## src/core/als_defines.vh

```
`ifndef ALS_DEFINES_VH
`define ALS_DEFINES_VH

// Fixed bus address, seven bits
`define ALS_SLAVE_ADDR      7'h29
// Command register after power-up: shut-down
`define ALS_CMD_RESET       8'h80
// Command codes
`define ALS_CMD_ACTIVATE    8'h04
`define ALS_CMD_START       8'h08
`define ALS_CMD_STOP        8'h30
// Shut-down select bit within the command byte
`define ALS_CMD_SHUTDN_BIT  7
// Result layout
`define ALS_COUNT_W         15
`define ALS_VALID_BIT       15
`define ALS_RESULT_RESET    16'h0000

`endif

```

## src/core/als_light_counter.v

```verilog
`timescale 1ns/1ps
`include "als_defines.vh"

module als_light_counter #(
    parameter WIDTH = `ALS_COUNT_W
) (
    input  wire             clk_i,
    input  wire             arst_n_i,
    input  wire             freq_i,
    input  wire             count_en_i,
    input  wire             clear_i,
    output reg  [WIDTH-1:0] count_o
);

    reg  freq_meta;
    reg  freq_sync;
    reg  freq_prev;
    wire freq_rise;

    ////////////////////////////////////////////////////////////////
    // Frequency pin crosses in through two flops before any use
    always @(posedge clk_i or negedge arst_n_i)
    begin
        if (!arst_n_i)
        begin
            freq_meta <= 1'b0;
            freq_sync <= 1'b0;
            freq_prev <= 1'b0;
        end
        else
        begin
            freq_meta <= freq_i;
            freq_sync <= freq_meta;
            freq_prev <= freq_sync;
        end
    end

    assign freq_rise = freq_sync & ~freq_prev;

    ////////////////////////////////////////////////////////////////
    // Pulse counter; holds at all ones rather than wrapping to dark
    always @(posedge clk_i or negedge arst_n_i)
    begin
        if (!arst_n_i)
            count_o <= {WIDTH{1'b0}};
        else if (clear_i)
            count_o <= {WIDTH{1'b0}};
        else if (count_en_i && freq_rise && !(&count_o))
            count_o <= count_o + {{(WIDTH-1){1'b0}}, 1'b1};
    end

endmodule

```

## src/core/als_i2c_slave.v

```verilog
`timescale 1ns/1ps
`include "als_defines.vh"

module als_i2c_slave (
    input  wire MCLK_I,
    input  wire ARST_N_I,
    input  wire SCL_I,
    input  wire SDA_I,
    output reg  SDA_O,
    output reg  SDA_OE_N_O,
    input  wire LIGHT_FREQ_I,
    input  wire INTEGRATION_WINDOW_I,
    output reg  SENSOR_ACTIVE_O,
    output reg  INTEGRATING_O,
    output reg  RESULT_VALID_FLAG_O
);

    localparam [6:0] ST_IDLE = 7'h01;
    localparam [6:0] ST_ADDR = 7'h02;
    localparam [6:0] ST_AACK = 7'h04;
    localparam [6:0] ST_WDAT = 7'h08;
    localparam [6:0] ST_WACK = 7'h10;
    localparam [6:0] ST_RDAT = 7'h20;
    localparam [6:0] ST_RACK = 7'h40;

    reg  [2:0]                scl_sync;
    reg  [2:0]                sda_sync;
    reg  [6:0]                state;
    reg  [2:0]                bit_cnt;
    reg  [7:0]                rx_shift;
    reg  [7:0]                tx_shift;
    reg                       read_dir;
    reg                       second_byte;
    reg  [15:0]               snapshot;
    reg  [7:0]                command_control;
    reg                       counter_clear;
    reg  [1:0]                window_sync;
    wire [7:0]                tx_first;
    wire [`ALS_COUNT_W-1:0]   light_count;
    wire [15:0]               light_count_result;
    wire [7:0]                rx_next;
    wire                      scl_rise;
    wire                      scl_fall;
    wire                      start_cond;
    wire                      stop_cond;

    // Byte to send: command echo in shut-down, else result LS then MS
    function [7:0] tx_byte;
        input       shut;
        input       second;
        input [7:0] cmd;
        input [15:0] res;
        begin
            if (shut)
                tx_byte = cmd;
            else if (second)
                tx_byte = res[15:8];
            else
                tx_byte = res[7:0];
        end
    endfunction

    ////////////////////////////////////////////////////////////////
    // Bus pins are asynchronous; bit 1 is the first trusted stage
    always @(posedge MCLK_I or negedge ARST_N_I)
    begin
        if (!ARST_N_I)
        begin
            scl_sync <= 3'h7;
            sda_sync <= 3'h7;
        end
        else
        begin
            scl_sync <= {scl_sync[1:0], SCL_I};
            sda_sync <= {sda_sync[1:0], SDA_I};
        end
    end

    assign scl_rise   = scl_sync[1] & ~scl_sync[2];
    assign scl_fall   = ~scl_sync[1] & scl_sync[2];
    assign start_cond = scl_sync[1] & scl_sync[2] & ~sda_sync[1] & sda_sync[2];
    assign stop_cond  = scl_sync[1] & scl_sync[2] & sda_sync[1] & ~sda_sync[2];
    assign rx_next    = {rx_shift[6:0], sda_sync[1]};

    // Valid flag over the held count; bus writes have no path here
    assign light_count_result = {RESULT_VALID_FLAG_O, light_count};

    // First read byte, formed once so its top bit can be taken apart
    assign tx_first = tx_byte(command_control[`ALS_CMD_SHUTDN_BIT], 1'b0,
                              command_control, snapshot);

    ////////////////////////////////////////////////////////////////
    // Transfer sequencer
    always @(posedge MCLK_I or negedge ARST_N_I)
    begin
        if (!ARST_N_I)
        begin
            state       <= ST_IDLE;
            bit_cnt     <= 3'h0;
            rx_shift    <= 8'h00;
            tx_shift    <= 8'hFF;
            read_dir    <= 1'b0;
            second_byte <= 1'b0;
            snapshot    <= `ALS_RESULT_RESET;
            SDA_OE_N_O  <= 1'b1;
            SDA_O       <= 1'b0;
        end
        else
        begin
            SDA_O <= 1'b0;                       // Open drain: only ever pulls low
            if (start_cond)
            begin
                // Start or repeated start always restarts address phase
                state      <= ST_ADDR;
                bit_cnt    <= 3'h0;
                SDA_OE_N_O <= 1'b1;
            end
            else if (stop_cond)
            begin
                state      <= ST_IDLE;
                SDA_OE_N_O <= 1'b1;
            end
            else
            begin
                case (state)
                    ST_IDLE:
                        SDA_OE_N_O <= 1'b1;
                    ST_ADDR:
                        if (scl_rise)
                        begin
                            rx_shift <= rx_next;
                            bit_cnt  <= bit_cnt + 3'h1;
                            if (bit_cnt == 3'h7)
                            begin
                                read_dir    <= sda_sync[1];
                                second_byte <= 1'b0;
                                snapshot    <= light_count_result;
                                // Foreign address: stay off the bus until next start
                                if (rx_shift[6:0] == `ALS_SLAVE_ADDR)
                                    state <= ST_AACK;
                                else
                                    state <= ST_IDLE;
                            end
                        end
                    ST_AACK:
                        if (scl_fall)
                        begin
                            if (SDA_OE_N_O)
                                SDA_OE_N_O <= 1'b0;
                            else if (read_dir)
                            begin
                                // First data bit goes out on the ack-ending fall
                                SDA_OE_N_O <= tx_first[7];
                                tx_shift   <= {tx_first[6:0], 1'b1};
                                bit_cnt    <= 3'h0;
                                state      <= ST_RDAT;
                            end
                            else
                            begin
                                SDA_OE_N_O <= 1'b1;
                                bit_cnt    <= 3'h0;
                                state      <= ST_WDAT;
                            end
                        end
                    ST_WDAT:
                        if (scl_rise)
                        begin
                            rx_shift <= rx_next;
                            bit_cnt  <= bit_cnt + 3'h1;
                            if (bit_cnt == 3'h7)
                                state <= ST_WACK;
                        end
                    ST_WACK:
                        if (scl_fall)
                        begin
                            if (SDA_OE_N_O)
                                SDA_OE_N_O <= 1'b0;
                            else
                            begin
                                // Send Byte carries one byte; extras get no ack
                                SDA_OE_N_O <= 1'b1;
                                state      <= ST_IDLE;
                            end
                        end
                    ST_RDAT:
                        if (scl_fall)
                        begin
                            SDA_OE_N_O <= tx_shift[7];
                            tx_shift   <= {tx_shift[6:0], 1'b1};
                        end
                        else if (scl_rise)
                        begin
                            bit_cnt <= bit_cnt + 3'h1;
                            if (bit_cnt == 3'h7)
                                state <= ST_RACK;
                        end
                    ST_RACK:
                        if (scl_fall)
                            SDA_OE_N_O <= 1'b1;      // Hand data line to master
                        else if (scl_rise)
                        begin
                            // NACK ends the read; ack after word's end also ends it
                            if (sda_sync[1] || second_byte)
                                state <= ST_IDLE;
                            else
                            begin
                                second_byte <= 1'b1;
                                tx_shift    <= tx_byte(command_control[`ALS_CMD_SHUTDN_BIT],
                                                       1'b1, command_control, snapshot);
                                bit_cnt     <= 3'h0;
                                state       <= ST_RDAT;
                            end
                        end
                    default:
                        state <= ST_IDLE;
                endcase
            end
        end
    end

    ////////////////////////////////////////////////////////////////
    // Command register and operating state, updated on the 8th data bit
    always @(posedge MCLK_I or negedge ARST_N_I)
    begin
        if (!ARST_N_I)
        begin
            command_control     <= `ALS_CMD_RESET;
            SENSOR_ACTIVE_O     <= 1'b0;
            INTEGRATING_O       <= 1'b0;
            RESULT_VALID_FLAG_O <= 1'b0;
            counter_clear       <= 1'b0;
        end
        else
        begin
            counter_clear <= 1'b0;
            if (state == ST_WDAT && scl_rise && bit_cnt == 3'h7 && !start_cond && !stop_cond)
            begin
                command_control <= rx_next;
                if (rx_next[`ALS_CMD_SHUTDN_BIT])
                begin
                    // Shut-down freezes the result; only a restart or the asynchronous reset clears it
                    SENSOR_ACTIVE_O <= 1'b0;
                    INTEGRATING_O   <= 1'b0;
                end
                else if (rx_next == `ALS_CMD_ACTIVATE)
                    SENSOR_ACTIVE_O <= 1'b1;
                else if (rx_next == `ALS_CMD_START && SENSOR_ACTIVE_O)
                begin
                    counter_clear       <= 1'b1;
                    RESULT_VALID_FLAG_O <= 1'b0;
                    INTEGRATING_O       <= 1'b1;
                end
                else if (rx_next == `ALS_CMD_STOP && INTEGRATING_O)
                begin
                    INTEGRATING_O       <= 1'b0;
                    RESULT_VALID_FLAG_O <= 1'b1;
                end
            end
        end
    end

    ////////////////////////////////////////////////////////////////
    // Light counter; window pin gates counting only while integrating
    als_light_counter #(
        .WIDTH      (`ALS_COUNT_W)
    ) u_counter (
        .clk_i      (MCLK_I),
        .arst_n_i   (ARST_N_I),
        .freq_i     (LIGHT_FREQ_I),
        .count_en_i (INTEGRATING_O & SENSOR_ACTIVE_O & window_sync[1]),
        .clear_i    (counter_clear),
        .count_o    (light_count)
    );

    // Window pin is external; two flops before use
    always @(posedge MCLK_I or negedge ARST_N_I)
    begin
        if (!ARST_N_I)
            window_sync <= 2'h0;
        else
            window_sync <= {window_sync[0], INTEGRATION_WINDOW_I};
    end

endmodule

```

## config.mk

```make
export PLATFORM = sky130hd
export DESIGN_NAME = als_i2c_slave
export DESIGN_NICKNAME = d
export VERILOG_FILES = /design/src/core/als_light_counter.v /design/src/core/als_i2c_slave.v
export VERILOG_INCLUDE_DIRS = /design/src /design/src/core
export SDC_FILE = /design/constraint.sdc
export NUM_CORES = 1
export LEC_CHECK = 0
export ABC_AREA = 1
export BUFFER_PORTS_ARGS = -buffer_cell sky130_fd_sc_hd__buf_2
export CORE_AREA = 5 5 99 101
export CTS_CLUSTER_SIZE = 30
export DETAILED_ROUTE_END_ITERATION = 8
export DIE_AREA = 0 0 104 106
export PLACE_DENSITY = 0.77
export SYNTH_ARGS = -nofsm -noshare
export SYNTH_HDL_FRONTEND = slang
export SYNTH_SLANG_ARGS = --single-unit
```

## constraint.sdc

```tcl
create_clock -name MCLK_I -period 3.3 [get_ports MCLK_I]
set_clock_uncertainty 0.1 [all_clocks]
set_input_delay 0.66 -clock MCLK_I [delete_from_list [all_inputs] [get_ports MCLK_I]]
set_output_delay 0.66 -clock MCLK_I [all_outputs]
set_load 0.01 [all_outputs]
```

# Word level (Yosys, flattened, before mapping)
# Cells that the tools add are included.
dict set report classes {
  reduce_logical 32
  eq_ne 45
  bitwise_logic 19
  muxes 69
  n_addsub 2
}
# operator n
set ops {}
lappend ops {{two-way mux 7 bit} 15}
lappend ops {{two-way mux 8 bit} 9}
lappend ops {{inequality test 4 bit, second input constant} 14}
lappend ops {{case mux 7 bit (7 select lines)} 1}
lappend ops {{two-way mux 15 bit} 2}
lappend ops {{two-way mux 3 bit} 10}
lappend ops {{two-way mux 1 bit} 26}
lappend ops {{case mux 8 bit (3 select lines)} 1}
lappend ops {{inequality test 2 bit, second input constant} 11}
lappend ops {{inequality test 3 bit, second input constant} 7}
lappend ops {{AND reduction 8 bit} 2}
lappend ops {{adder 15 x 1 -> 15 bit, second input constant} 1}
lappend ops {{AND reduction 15 bit} 1}
lappend ops {{== test 7 x 6 -> 1 bit, second input constant} 2}
lappend ops {{AND reduction 14 bit} 1}
lappend ops {{two-way mux 6 bit} 2}
lappend ops {{case mux 3 bit (4 select lines)} 1}
lappend ops {{bitwise AND 1 bit} 10}
lappend ops {{AND reduction 10 bit} 1}
lappend ops {{AND reduction 5 bit} 2}
lappend ops {{NOT 1 bit} 9}
lappend ops {{== test 8 x 3 -> 1 bit, second input constant} 1}
lappend ops {{== test 8 x 4 -> 1 bit, second input constant} 1}
lappend ops {{== test 8 x 6 -> 1 bit, second input constant} 1}
lappend ops {{other kinds (22)} 36}
dict set report word_totals {
  ff_bits 82
}

# Longest topological paths before layout
# Gate-level depths: netlist of run 1.
dict set report logic_depth {
  word_depth 7
  ltp_mapped 12
}

# Modules after synthesis
# From an unflattened synthesis of run 1, not the netlist that was laid out.
dict set report hier_totals {
  cells_unflattened 566
  area_unflattened_um2 4504.3
}
# module cells_per_inst seq_area_each_um2 area_per_inst_um2 n_inst
set by_module_without_submodules {}
lappend by_module_without_submodules {als_i2c_slave 420 1622.8 3449.6 1}
lappend by_module_without_submodules {als_light_counter 146 450.4 1054.8 1}

# Worst setup path after synthesis of run 1
# Ideal clock, no wire load.
dict set report synth_timing {
  kind {register to register}
  startpoint {register bit_cnt[0]}
  endpoint {register second_byte}
  n_path_buf 1
  path_stages_with_launch 9
  t_arrival_ns 1.455
  slack_ns 1.616
  cell_sequence {dfrtp_1 ha_1 ha_1 inv_1 nor2_1 inv_1 nor2_4 clkbuf_1 o22ai_1}
}
dict set report synth_between {
  elab_chain_len 3
}
# element line
set synth_lines {}
lappend synth_lines {{start, declared} als_i2c_slave.v:29} ;# reg [2:0] bit_cnt;
lappend synth_lines {{start signal, assigned} als_i2c_slave.v:132} ;# bit_cnt <= bit_cnt + 3'h1;
lappend synth_lines {{start signal, assigned} als_i2c_slave.v:169} ;# bit_cnt <= bit_cnt + 3'h1;
lappend synth_lines {{start signal, assigned} als_i2c_slave.v:193} ;# bit_cnt <= bit_cnt + 3'h1;
lappend synth_lines {{== test 3 bit} als_i2c_slave.v:133} ;# if (bit_cnt == 3'h7)
lappend synth_lines {{inequality test 2 bit (no line)} --}
lappend synth_lines {{AND reduction 8 bit (no line)} --}
lappend synth_lines {{end signal, assigned} als_i2c_slave.v:103} ;# second_byte <= 1'b0;
lappend synth_lines {{end signal, assigned} als_i2c_slave.v:136} ;# second_byte <= 1'b0;
lappend synth_lines {{end signal, assigned} als_i2c_slave.v:207} ;# second_byte <= 1'b1;
lappend synth_lines {{end, declared} als_i2c_slave.v:33} ;# reg second_byte;
# Every way passes these cells.
# A chain may end at the register's enable or synchronous reset.

# Worst setup path in the final report of run 1
dict set report layout_timing {
  startpoint {register sda_sync[1]}
  endpoint {register snapshot[8]}
}
dict set report layout_between {
  elab_chain_len 5
  word_cells_on_any_way 8
}
# element line
set layout_lines {}
lappend layout_lines {{start, declared} als_i2c_slave.v:27} ;# reg [2:0] sda_sync;
lappend layout_lines {{start signal, assigned} als_i2c_slave.v:75} ;# sda_sync <= {sda_sync[1:0], SDA_I};
lappend layout_lines {{NOT 1 bit} als_i2c_slave.v:81} ;# assign start_cond = scl_sync[1] & scl_sync[2] & ~sda_sync[1] & sda_sync[2];
lappend layout_lines {{bitwise AND 1 bit (2 in series)} als_i2c_slave.v:81}
lappend layout_lines {{NOT 1 bit (no line)} --}
lappend layout_lines {{AND reduction 5 bit (no line) *} --}
lappend layout_lines {{end signal, assigned} als_i2c_slave.v:104} ;# snapshot <= `ALS_RESULT_RESET;
lappend layout_lines {{end signal, assigned} als_i2c_slave.v:137} ;# snapshot <= light_count_result;
lappend layout_lines {{end, declared} als_i2c_slave.v:34} ;# reg [15:0] snapshot;
# Every way passes the cells marked *; elsewhere a longest branch is shown, timed or not.

==> results_dict.tcl, run 1 <==
set metrics [dict create \
    rr_endpoint "snapshot[8]" \
    drtIter0Drc 262 \
    fmax_mhz 480.2 \
    arrival_ns 2.24 \
    fin_crit_ns 2.082 \
    syn_nets 565 \
    slew_violations 0 \
    die_h_microns 106 \
    std_cell_rows 35 \
    leakagePower_nw 2.226 \
    multi_input_area_sq_um 1896 \
    switching_share_pct 26.16 \
    r2r_slack_ns 1.22 \
    cts_resized 0 \
    vias 3574 \
    yosys.area.top_type "dfrtp_1" \
    stdcell_area_sq_um 4626 \
    tightest_slew_ns 1.001 \
    grt_pass1_vias 3338 \
    ys_seq_elements 82 \
    synth_top_area_share_pct 38.17 \
    ys_seq_area_share_pct 48.65 \
    crit_path_start_kind "flop" \
    io_buffers 9 \
    ys_types 30 \
    fill_cells 811 \
    synthArstFlopShare_pct 100.0 \
    switchingPower_uw 573.8 \
    grt-ovfl-total 0 \
    cts_num_sinks 82 \
    routed_wirelength_microns 9108 \
    syn2layout_area_growth_pct 8.544 \
    synth_edf_count 0 \
    drive_gt1_share_pct 13.33 \
    hold_path_class "flop to flop" \
    hold_path_startpoint "window_sync[0]" \
    drt-pass1-iter-count 5 \
    yosysWarningCount 0 \
    period_share_pct 63.10 \
    power_frac_seq_pct 48.8 \
    whs_endpoint "window_sync[1]" \
    grt_pass1_wl_microns 15840 \
    status "completed" \
    clkPwrFrac_pct 41.2 \
    r2r-start "sda_sync[1]" \
    clockBufferDepth 2 \
    dieWidth_microns 104 \
    cts_setup_buffers 0 \
    power_frac_comb_pct 10.0 \
    synth_top_flop_cell "dfrtp_1" \
    globalRouteTotalUtil_pct 17.15 \
    start_util_pct 47.70 \
    maxSlewHeadroom_pct 33.25 \
    dpl.hpwl_microns 6607 \
    max_cap_violations 0 \
    cts_root_buf "clkbuf_8" \
    synthTopCellsByArea "dfrtp_1 (38%), nand2_1 (16%), dfstp_2 (10%)" \
    htreeDepth 3 \
    syn_area_per_cell_sq_um 7.665 \
    die_area_sq_um 11020 \
    power.density_nw_per_um2 474.1 \
    p_total_mw 2.193 \
    synth_common_cells "nand2_1 (187), dfrtp_1 (65), nand3_1 (60)" \
    critical_path_peak_fanout 16 \
    core-area_sq_um 8934 \
    viasPerCell 5.248 \
    setup_violations 0 \
    place_area_sq_um 4378 \
    antenna_found_initial 0 \
    worst-setup-path-type "flop to flop" \
    hold_viol 0 \
    final-seq-area_sq_um 2073 \
    startpoint "sda_sync[1]" \
    critPathRequiredTime_ns 3.46 \
    wire_per_inst_microns 13.37 \
    grt_start_max_net_pins 83 \
    postSynthCellCount 556 \
    ir_worst_vdd_v 0.0003108 \
    fin_nets 574 \
    n_antenna_cell 0 \
    r2r_cells 6 \
    endpoint_kind "flop" \
    drc 0 \
    rsz0062_at_grt "no" \
    synth_area_sq_um 4262 \
    p_int_mw 1.619 \
    postRouteAntennaNets 0 \
    tritoncts "yes" \
    clk_latency_ns 0.35 \
    cts.clk_slew.worst_paths_ns 0.09 \
    ctsHoldBuffers 0 \
    hold_depth 0 \
    gp_congestion 0.9171 \
    whs_ns 0.2561 \
    ios 11 \
    cts_buffers 9 \
    setup_tns_ns 0 \
    synth.most_common_cell "nand2_1" \
]
## per-layer routing
layer,track usage (%),wire [microns],vias up
li1,-,-,1797
met1,24.38,4409,1700
met2,27.60,4271,68
met3,2.368,331,9
met4,4.718,96,0
met5,0,0,-
## layout make-up
| class | instances | area share (%) |
|---|---|---|
| tap | 111 | 3.002 |
| multi-input combinational | 405 | 40.98 |
| inverter | 58 | 4.815 |
| sequential | 82 | 44.82 |
| clock inverter | 7 | 2.678 |
| timing repair buffer | 9 | 1.028 |
| clock buffer | 9 | 2.678 |
## through the flow
stage / utilization [%] / cells / setup WS, ns
after floorplan: - / 556 / 1.616
after global placement: 49.01 / 665 / 1.354
after detailed placement: 49.01 / 665 / 1.273
after CTS: 51.78 / 681 / 1.232
after global routing: 51.78 / 681 / 0.9654
final: 51.78 / 681 / 1.218
## layout by cell type (no fill, tap or decap)
cell type / netlist / layout
inv_2: 5 / 5
nand4_1: 6 / 6
a21oi_1: 7 / 7
dfrtp_1: 65 / 65
nand2_2: 8 / 8
o22ai_1: 1 / 1
inv_1: 52 / 52
nor2_4: 5 / 5
inv_6: 1 / 3
nand3_2: 4 / 4
clkbuf_8: 0 / 9
a31o_2: 1 / 1
buf_4: 2 / 1
nor2_2: 6 / 6
o21ai_1: 2 / 2
conb_1: 1 / 1
xor2_1: 6 / 6
a21oi_4: 1 / 1
clkinv_2: 0 / 1
inv_8: 0 / 1
bufinv_16: 0 / 3
nand2_1: 187 / 187
dfstp_2: 17 / 17
nand2_4: 2 / 2
ha_1: 3 / 3
nor4_1: 1 / 1
nor3_2: 1 / 1
nand3_1: 60 / 60
nor2_1: 42 / 42
o21ai_0: 53 / 53
buf_2: 4 / 8
nor3_1: 8 / 8
## worst max path at each step
stage	end	slack [ns]
final	snapshot[8]	1.22
after CTS	snapshot[8]	1.23
after global placement	snapshot[7]	1.35
after global routing	snapshot[8]	0.97
after detailed placement	snapshot[5]	1.27
after floorplan	second_byte	1.62
## cells by family (layout without fill, tap and decap cells)
family	count (synthesis)	after routing	share of synthesized area, %
AO/OA/AOI/OAI	65	65	8.015
XOR/XNOR	6	6	1.233
buffers and inverters	69	83	6.870
AND/OR/NAND/NOR	330	330	34.26
other	1	1	0.08800
adder cells (fa/ha/maj)	3	3	0.8809
flip-flops	82	82	48.65
## flip-flops by register name, indices dropped and copies added, names as in the netlist, 2 cells and up
register and count:
tx_shift 8, state 7, bit_cnt 3, command_control 8, rx_shift 7, u_counter.count_o 15, sda_sync 3, window_sync 2
scl_sync 3, snapshot 16
## critical path: stages, from the launching register on
cell and delay, ns:
dfstp_2 0.56, inv_2 0.09, nand3_2 0.17, nand2_2 0.13
inv_2 0.21, nand3_1 0.41, o21ai_0 0.32
## power groups by stage
| stage | clock network (mW) | registers, mW | logic (mW) |
|---|---|---|---|
| 6_report | 0.903 | 1.07 | 0.220 |
| 3_5_place_dp | 0 | 1.09 | 0.221 |
| 4_1_cts | 0.918 | 1.07 | 0.222 |
| 2_1_floorplan | 0 | 1.09 | 0.155 |
| 3_3_place_gp | 0 | 1.09 | 0.212 |
| 5_1_grt | 0.960 | 1.08 | 0.252 |
(Power assumes the default switching activity.)
==> run 2, diff against run 1 <==
- ABC_AREA: 1 -> 0
- CORE_AREA: 5 5 99 101 -> 5 5 97 99
- DIE_AREA: 0 0 104 106 -> 0 0 102 104
- PLACE_DENSITY: 0.77 -> 0.79
- clock period: 3.3 -> 1.7 ns (I/O delays scaled with it)
==> run 2 against run 1 <==
The flow now finishes with violations (negative setup slack). Synthesized area is 4.1% lower. Sequential cell count stayed put. Hold slack better by 0.0015 ns. Sequential share of layout area is 7.7 points lower. Cell count is 17% lower. Sequential power is 90% higher. Via count is 5.8% lower. Clock power is 65% higher.
==> results_dict.tcl, run 2 <==
set metrics [dict create \
    status "finished, violations left" \
    violations "negative setup slack" \
    htreeDepth 3 \
    hold_path_class "flop to flop" \
    setup_violations 51 \
    cts_buffers 9 \
    core-area_sq_um 8466 \
    synth_area_sq_um 4086 \
    cp_cell_sequence "nand2b_1 > o31ai_1 > nand2_1 > a32oi_4 > buf_12 > mux2_2" \
    grt-ovfl-total 0 \
    synth_top_area_share_pct 39.80 \
    fin_nets 462 \
    largestRegisters "snapshot: 16 flops, u_counter.count_o: 15 flops" \
    final_util_pct 66.05 \
    ir_worst_vdd_v 0.0005090 \
    critPathRequiredTime_ns 1.89 \
    wire_per_inst_microns 20.58 \
    hold_depth 0 \
    synth_top_flop_cell "dfrtp_1" \
    synth.most_common_cell "dfrtp_1" \
    grt_pass1_wl_microns 17800 \
    critical_path_peak_fanout 8 \
    yosysWarningCount 0 \
    postSynthCellCount 359 \
    ys_seq_elements 82 \
    drt-pass1-iter-count 4 \
    drc 0 \
    clockBufferDepth 2 \
    vias 3368 \
    rsz0062_at_grt "yes" \
    grt_start_max_net_pins 35 \
    synthArstFlopShare_pct 100.0 \
    endpoint_kind "flop" \
    die_area_sq_um 10610 \
    placed_cells 539 \
    viasPerCell 5.951 \
    cts.clk_slew.worst_paths_ns 0.08 \
    whs_ns 0.2576 \
    std_cell_rows 34 \
    die_h_microns 104 \
    synthTopCellsByArea "dfrtp_1 (40%), mux2_2 (14%), dfstp_2 (11%)" \
    syn_area_per_cell_sq_um 11.38 \
    gp_congestion 0.8776 \
    syn2layout_area_growth_pct 36.83 \
    hold_viol 0 \
    max_stage_delay_ns 0.59 \
    tritoncts "yes" \
    clk_latency_ns 0.36 \
    ys_types 54 \
    crit_buf_inv 1 \
    top_register "snapshot" \
    fmax_mhz 466.4 \
    fill_cells 524 \
    finalWorstSetupSlack_ns -0.4442 \
    cp.depth 6 \
    grt_pass1_vias 3568 \
    arrival_ns 2.33 \
    period_share_pct 126.1 \
    synth_common_cells "dfrtp_1 (65), mux2_2 (50), nor2_1 (24)" \
    stdcell_area_sq_um 5592 \
    ys_seq_area_share_pct 50.73 \
    dpl.hpwl_microns 7077 \
    globalRouteTotalUtil_pct 21.14 \
    final_cells 566 \
    layout_common_cells "buf_4 (73), dfrtp_1 (63), mux2_2 (37), nor2_1 (21), nand2_1 (19)" \
    cts_root_buf "clkbuf_8" \
    antenna_found_initial 0 \
    ios 11 \
    worst-setup-path-type "flop to flop" \
    drtIter0Drc 297 \
    routed_wirelength_microns 11650 \
    place_area_sq_um 4933 \
    n_antenna_cell 0 \
    critical-path-top-delay-family "compound AO/OA/AOI/OAI gates" \
    p_total_mw 4.150 \
    postRouteAntennaNets 0 \
    max_cap_violations 0 \
    place_ws_ns -0.4287 \
    start_util_pct 48.27 \
    syn_nets 368 \
    slew_violations 0 \
    io_buffers 9 \
    layout_commonest_cell "buf_4" \
    largest_reg_flops 16 \
    r2r_cells 6 \
    dieWidth_microns 102 \
    crit_path_start_kind "flop" \
    fin_crit_ns 2.144 \
    crit_slowest_cell "dfstp_2" \
    yosys.area.top_type "dfrtp_1" \
    synth_edf_count 0 \
    leakagePower_nw 2.482 \
    drive_gt1_share_pct 51.53 \
    cts_num_sinks 82 \
    setup_tns_ns -12.90 \
    power.density_nw_per_um2 742.2 \
]
run 2: cell count changes after synthesis, sizes merged, moves of 13 or more:
cell   delta
nand2   -176
nand3    -54
inv      -51
mux2     +50
o21ai    -40
nor2     -29
xnor2    +13
run 2: layer usage:
| layer | up-vias | GRT usage (%) | routed length, microns |
|---|---|---|---|
| met5 | - | 0 | 0 |
| met4 | 0 | 9.841 | 499 |
| met3 | 54 | 3.689 | 637 |
| met2 | 149 | 34.45 | 5877 |
| met1 | 1684 | 27.01 | 4636 |
| li1 | 1481 | - | - |
run 2: what timing repair did:
action                                  4_1_cts  5_1_grt
setup buffers                                 8        2
endpoints found under the hold margin        18        0
gates resized for setup                      35       38
endpoints found under the setup margin       50       63
hold buffers                                  5        0
pin swaps                                     7       24
run 2: worst paths after layout:
| kind | end | start | slack [ns] |
|---|---|---|---|
| worst max-delay path | tx_shift[6] | scl_sync[1] | -0.44 |
| worst min-delay path | u_counter.freq_sync | u_counter.freq_meta | 0.26 |
| worst max register to register | tx_shift[6] | scl_sync[1] | -0.44 |
| worst min register to register | u_counter.freq_sync | u_counter.freq_meta | 0.26 |
| max in group asynchronous | u_counter.count_o[6] | ARST_N_I | 0.56 |
| min in group asynchronous | bit_cnt[1] | ARST_N_I | 0.36 |
run 2: where the power goes:
part / total, mW / switching [mW] / internal [mW]
sequential: 2.03 / 0.0393 / 1.99
clock: 1.49 / 0.729 / 0.760
combinational: 0.628 / 0.340 / 0.288
total: 4.15 / 1.11 / 3.04
run 2: logic make-up (layout without fill, tap and decap cells):
logic type / Yosys count / after routing / share of synthesized area [%]
DFF: 82 / 82 / 50.73
and+or+nand+nor: 115 / 115 / 16.01
adders and majority gates: 3 / 3 / 0.9187
xor gates and xnor gates: 15 / 15 / 3.215
buffers and inverters: 24 / 123 / 2.664
other: 1 / 1 / 0.09177
muxes: 61 / 61 / 16.47
AOI/OAI and AO/OA: 58 / 58 / 9.890
run 2: final cells by class:
class	instances	area, sq um	share of cell area [%]
repair buffers	100	843.3	15.08
clock inverters	4	51.30	0.9174
inverters	7	26.28	0.4699
clock buffers	12	155.1	2.775
multi-input cells	253	2305	41.22
flip-flops and latches	82	2076	37.12
well taps	108	135.1	2.417
==> run 3, diff against run 2 <==
- CORE_AREA: 5 5 97 99 -> 5 5 89 108
- DIE_AREA: 0 0 102 104 -> 0 0 94 113
==> run 3 against run 2 <==
The run still ends with negative setup slack left. Global-route usage up 1.3 points. Combinational power up 21%. Critical endpoint is now tx_shift[7]. Clock-buffer cell count down 2. Clock power down 5%. Cell count up 4.1%. First-iteration DRC count down 12%. Highest routed layer unchanged.
==> results_dict.tcl, run 3 (synthesis gave the netlist of run 2 again) <==
set metrics [dict create \
    die_h_microns 113 \
    final_util_pct 69.23 \
    power_frac_seq_pct 48.3 \
    tritoncts "yes" \
    hold_path_class "flop to flop" \
    grt_start_max_net_pins 36 \
    vias 3503 \
    switchingPower_mw 1.158 \
    finalWorstSetupSlack_ns -0.4983 \
    largestRegisters "snapshot: 16 flops, u_counter.count_o: 15 flops" \
    placed_cells 543 \
    slew_violations 0 \
    setup_violations 57 \
    cts_buffers 9 \
    globalRouteTotalUtil_pct 22.42 \
    whs_ns 0.2697 \
    ios 11 \
    endpoint_kind "flop" \
    syn2layout_area_growth_pct 42.74 \
    fill_cells 552 \
    wire_per_inst_microns 20.70 \
    critical_path_peak_fanout 5 \
    clkPwrFrac_pct 33.6 \
    violations "negative setup slack" \
    arrival_ns 2.39 \
    cts_root_buf "clkbuf_8" \
    drc 0 \
    layout_common_cells "buf_4 (74), dfrtp_1 (63), mux2_2 (33), nor2_1 (21), buf_6 (20)" \
    fmax_mhz 454.9 \
    power.density_nw_per_um2 721.7 \
    fin_crit_ns 2.198 \
    drtIter0Drc 261 \
    dieWidth_microns 94 \
    core-area_sq_um 8426 \
    n_antenna_cell 0 \
    fin_nets 476 \
    postRouteAntennaNets 0 \
    grt_pass1_vias 3651 \
    gp_congestion 0.9264 \
    start_util_pct 48.50 \
    period_share_pct 129.3 \
    place_ws_ns -0.4749 \
    leakagePower_nw 2.602 \
    setup_tns_ns -15.77 \
    cts.clk_slew.worst_paths_ns 0.09 \
    largest_reg_flops 16 \
    clk_latency_ns 0.37 \
    final_cells 589 \
    drt-pass1-iter-count 5 \
    routed_wirelength_microns 12200 \
    htreeDepth 3 \
    top_register "snapshot" \
    p_total_mw 4.210 \
    std_cell_rows 37 \
    layout_commonest_cell "buf_4" \
    worst-setup-path-type "flop to flop" \
    dpl.hpwl_microns 6973 \
    grt_pass1_wl_microns 18370 \
    crit_path_start_kind "flop" \
    power_frac_comb_pct 18.1 \
    place_area_sq_um 4907 \
    max_cap_violations 0 \
    p_int_mw 3.052 \
    io_buffers 9 \
    die_area_sq_um 10620 \
    hold_viol 0 \
    grt-ovfl-total 0 \
    switching_share_pct 27.51 \
    rsz0062_at_grt "yes" \
    status "finished, violations left" \
    cts_num_sinks 82 \
    ir_worst_vdd_v 0.0006936 \
    viasPerCell 5.947 \
    critPathRequiredTime_ns 1.89 \
    drive_gt1_share_pct 54.45 \
    antenna_found_initial 0 \
    stdcell_area_sq_um 5833 \
    clockBufferDepth 2 \
]
run 3: cell count changes in the layout (fill, tap and decap cells not counted), moves of 4 or more:
cell / delta
buf_6: +12
mux2_2: -4
mux2_4: +4
or3_4: +4
run 3: cell type report:
cell class	instances	area [sq um]	area share [%]
Clock inverter	6	65.06	1.115
Sequential cell	82	2076	35.59
Clock buffer	10	127.6	2.188
Inverter	7	26.28	0.4505
Multi-Input combinational cell	256	2446	41.93
Tap cell	117	146.4	2.510
Timing Repair Buffer	111	945.9	16.22
run 3: final timing paths:
check / start / end / slack [ns] / depth (start not counted)
setup / recovery: state[3] / tx_shift[7] / -0.50 / 6
hold / removal: window_sync[0] / window_sync[1] / 0.27 / 0
setup reg to reg: state[3] / tx_shift[7] / -0.50 / 6
max in group asynchronous: ARST_N_I / command_control[7] / 0.57 / 3
min in group asynchronous: ARST_N_I / command_control[1] / 0.31 / 2
hold reg to reg: window_sync[0] / window_sync[1] / 0.27 / 0
run 3: timing repair:
| action | in CTS | in global routing |
|---|---|---|
| setup buffers | 12 | 12 |
| hold buffers | 5 | 0 |
| cloned | 3 | 0 |
| pin swaps | 14 | 18 |
| setup endpoints to repair | 50 | 70 |
| endpoints found under the hold margin | 24 | 0 |
| resized for setup | 54 | 57 |
run 3: power by group through the flow:
stage          clock network (mW)  logic, mW  registers [mW]
5_1_grt                      1.52      0.795            2.04
2_1_floorplan                   0      0.248            2.05
3_3_place_gp                    0      0.409            2.06
3_5_place_dp                    0      0.419            2.06
6_report                     1.41      0.761            2.03
4_1_cts                      1.42      0.594            2.03
run 3: critical path: stages, from the launching register on:
cell and delay [ns]:
dfrtp_1 0.40, or4_4 0.57, nor3_4 0.14, nand4_1 0.19, a32oi_4 0.24, buf_6 0.16, mux2_2 0.33
run 3: metal layers:
layer / up-vias / wire length (microns) / global-route usage (%)
met1: 1766 / 4519 / 24.79
met3: 65 / 573 / 5.120
li1: 1521 / - / -
met2: 151 / 6407 / 38.75
met5: - / 0 / 0
met4: 0 / 695 / 13.39
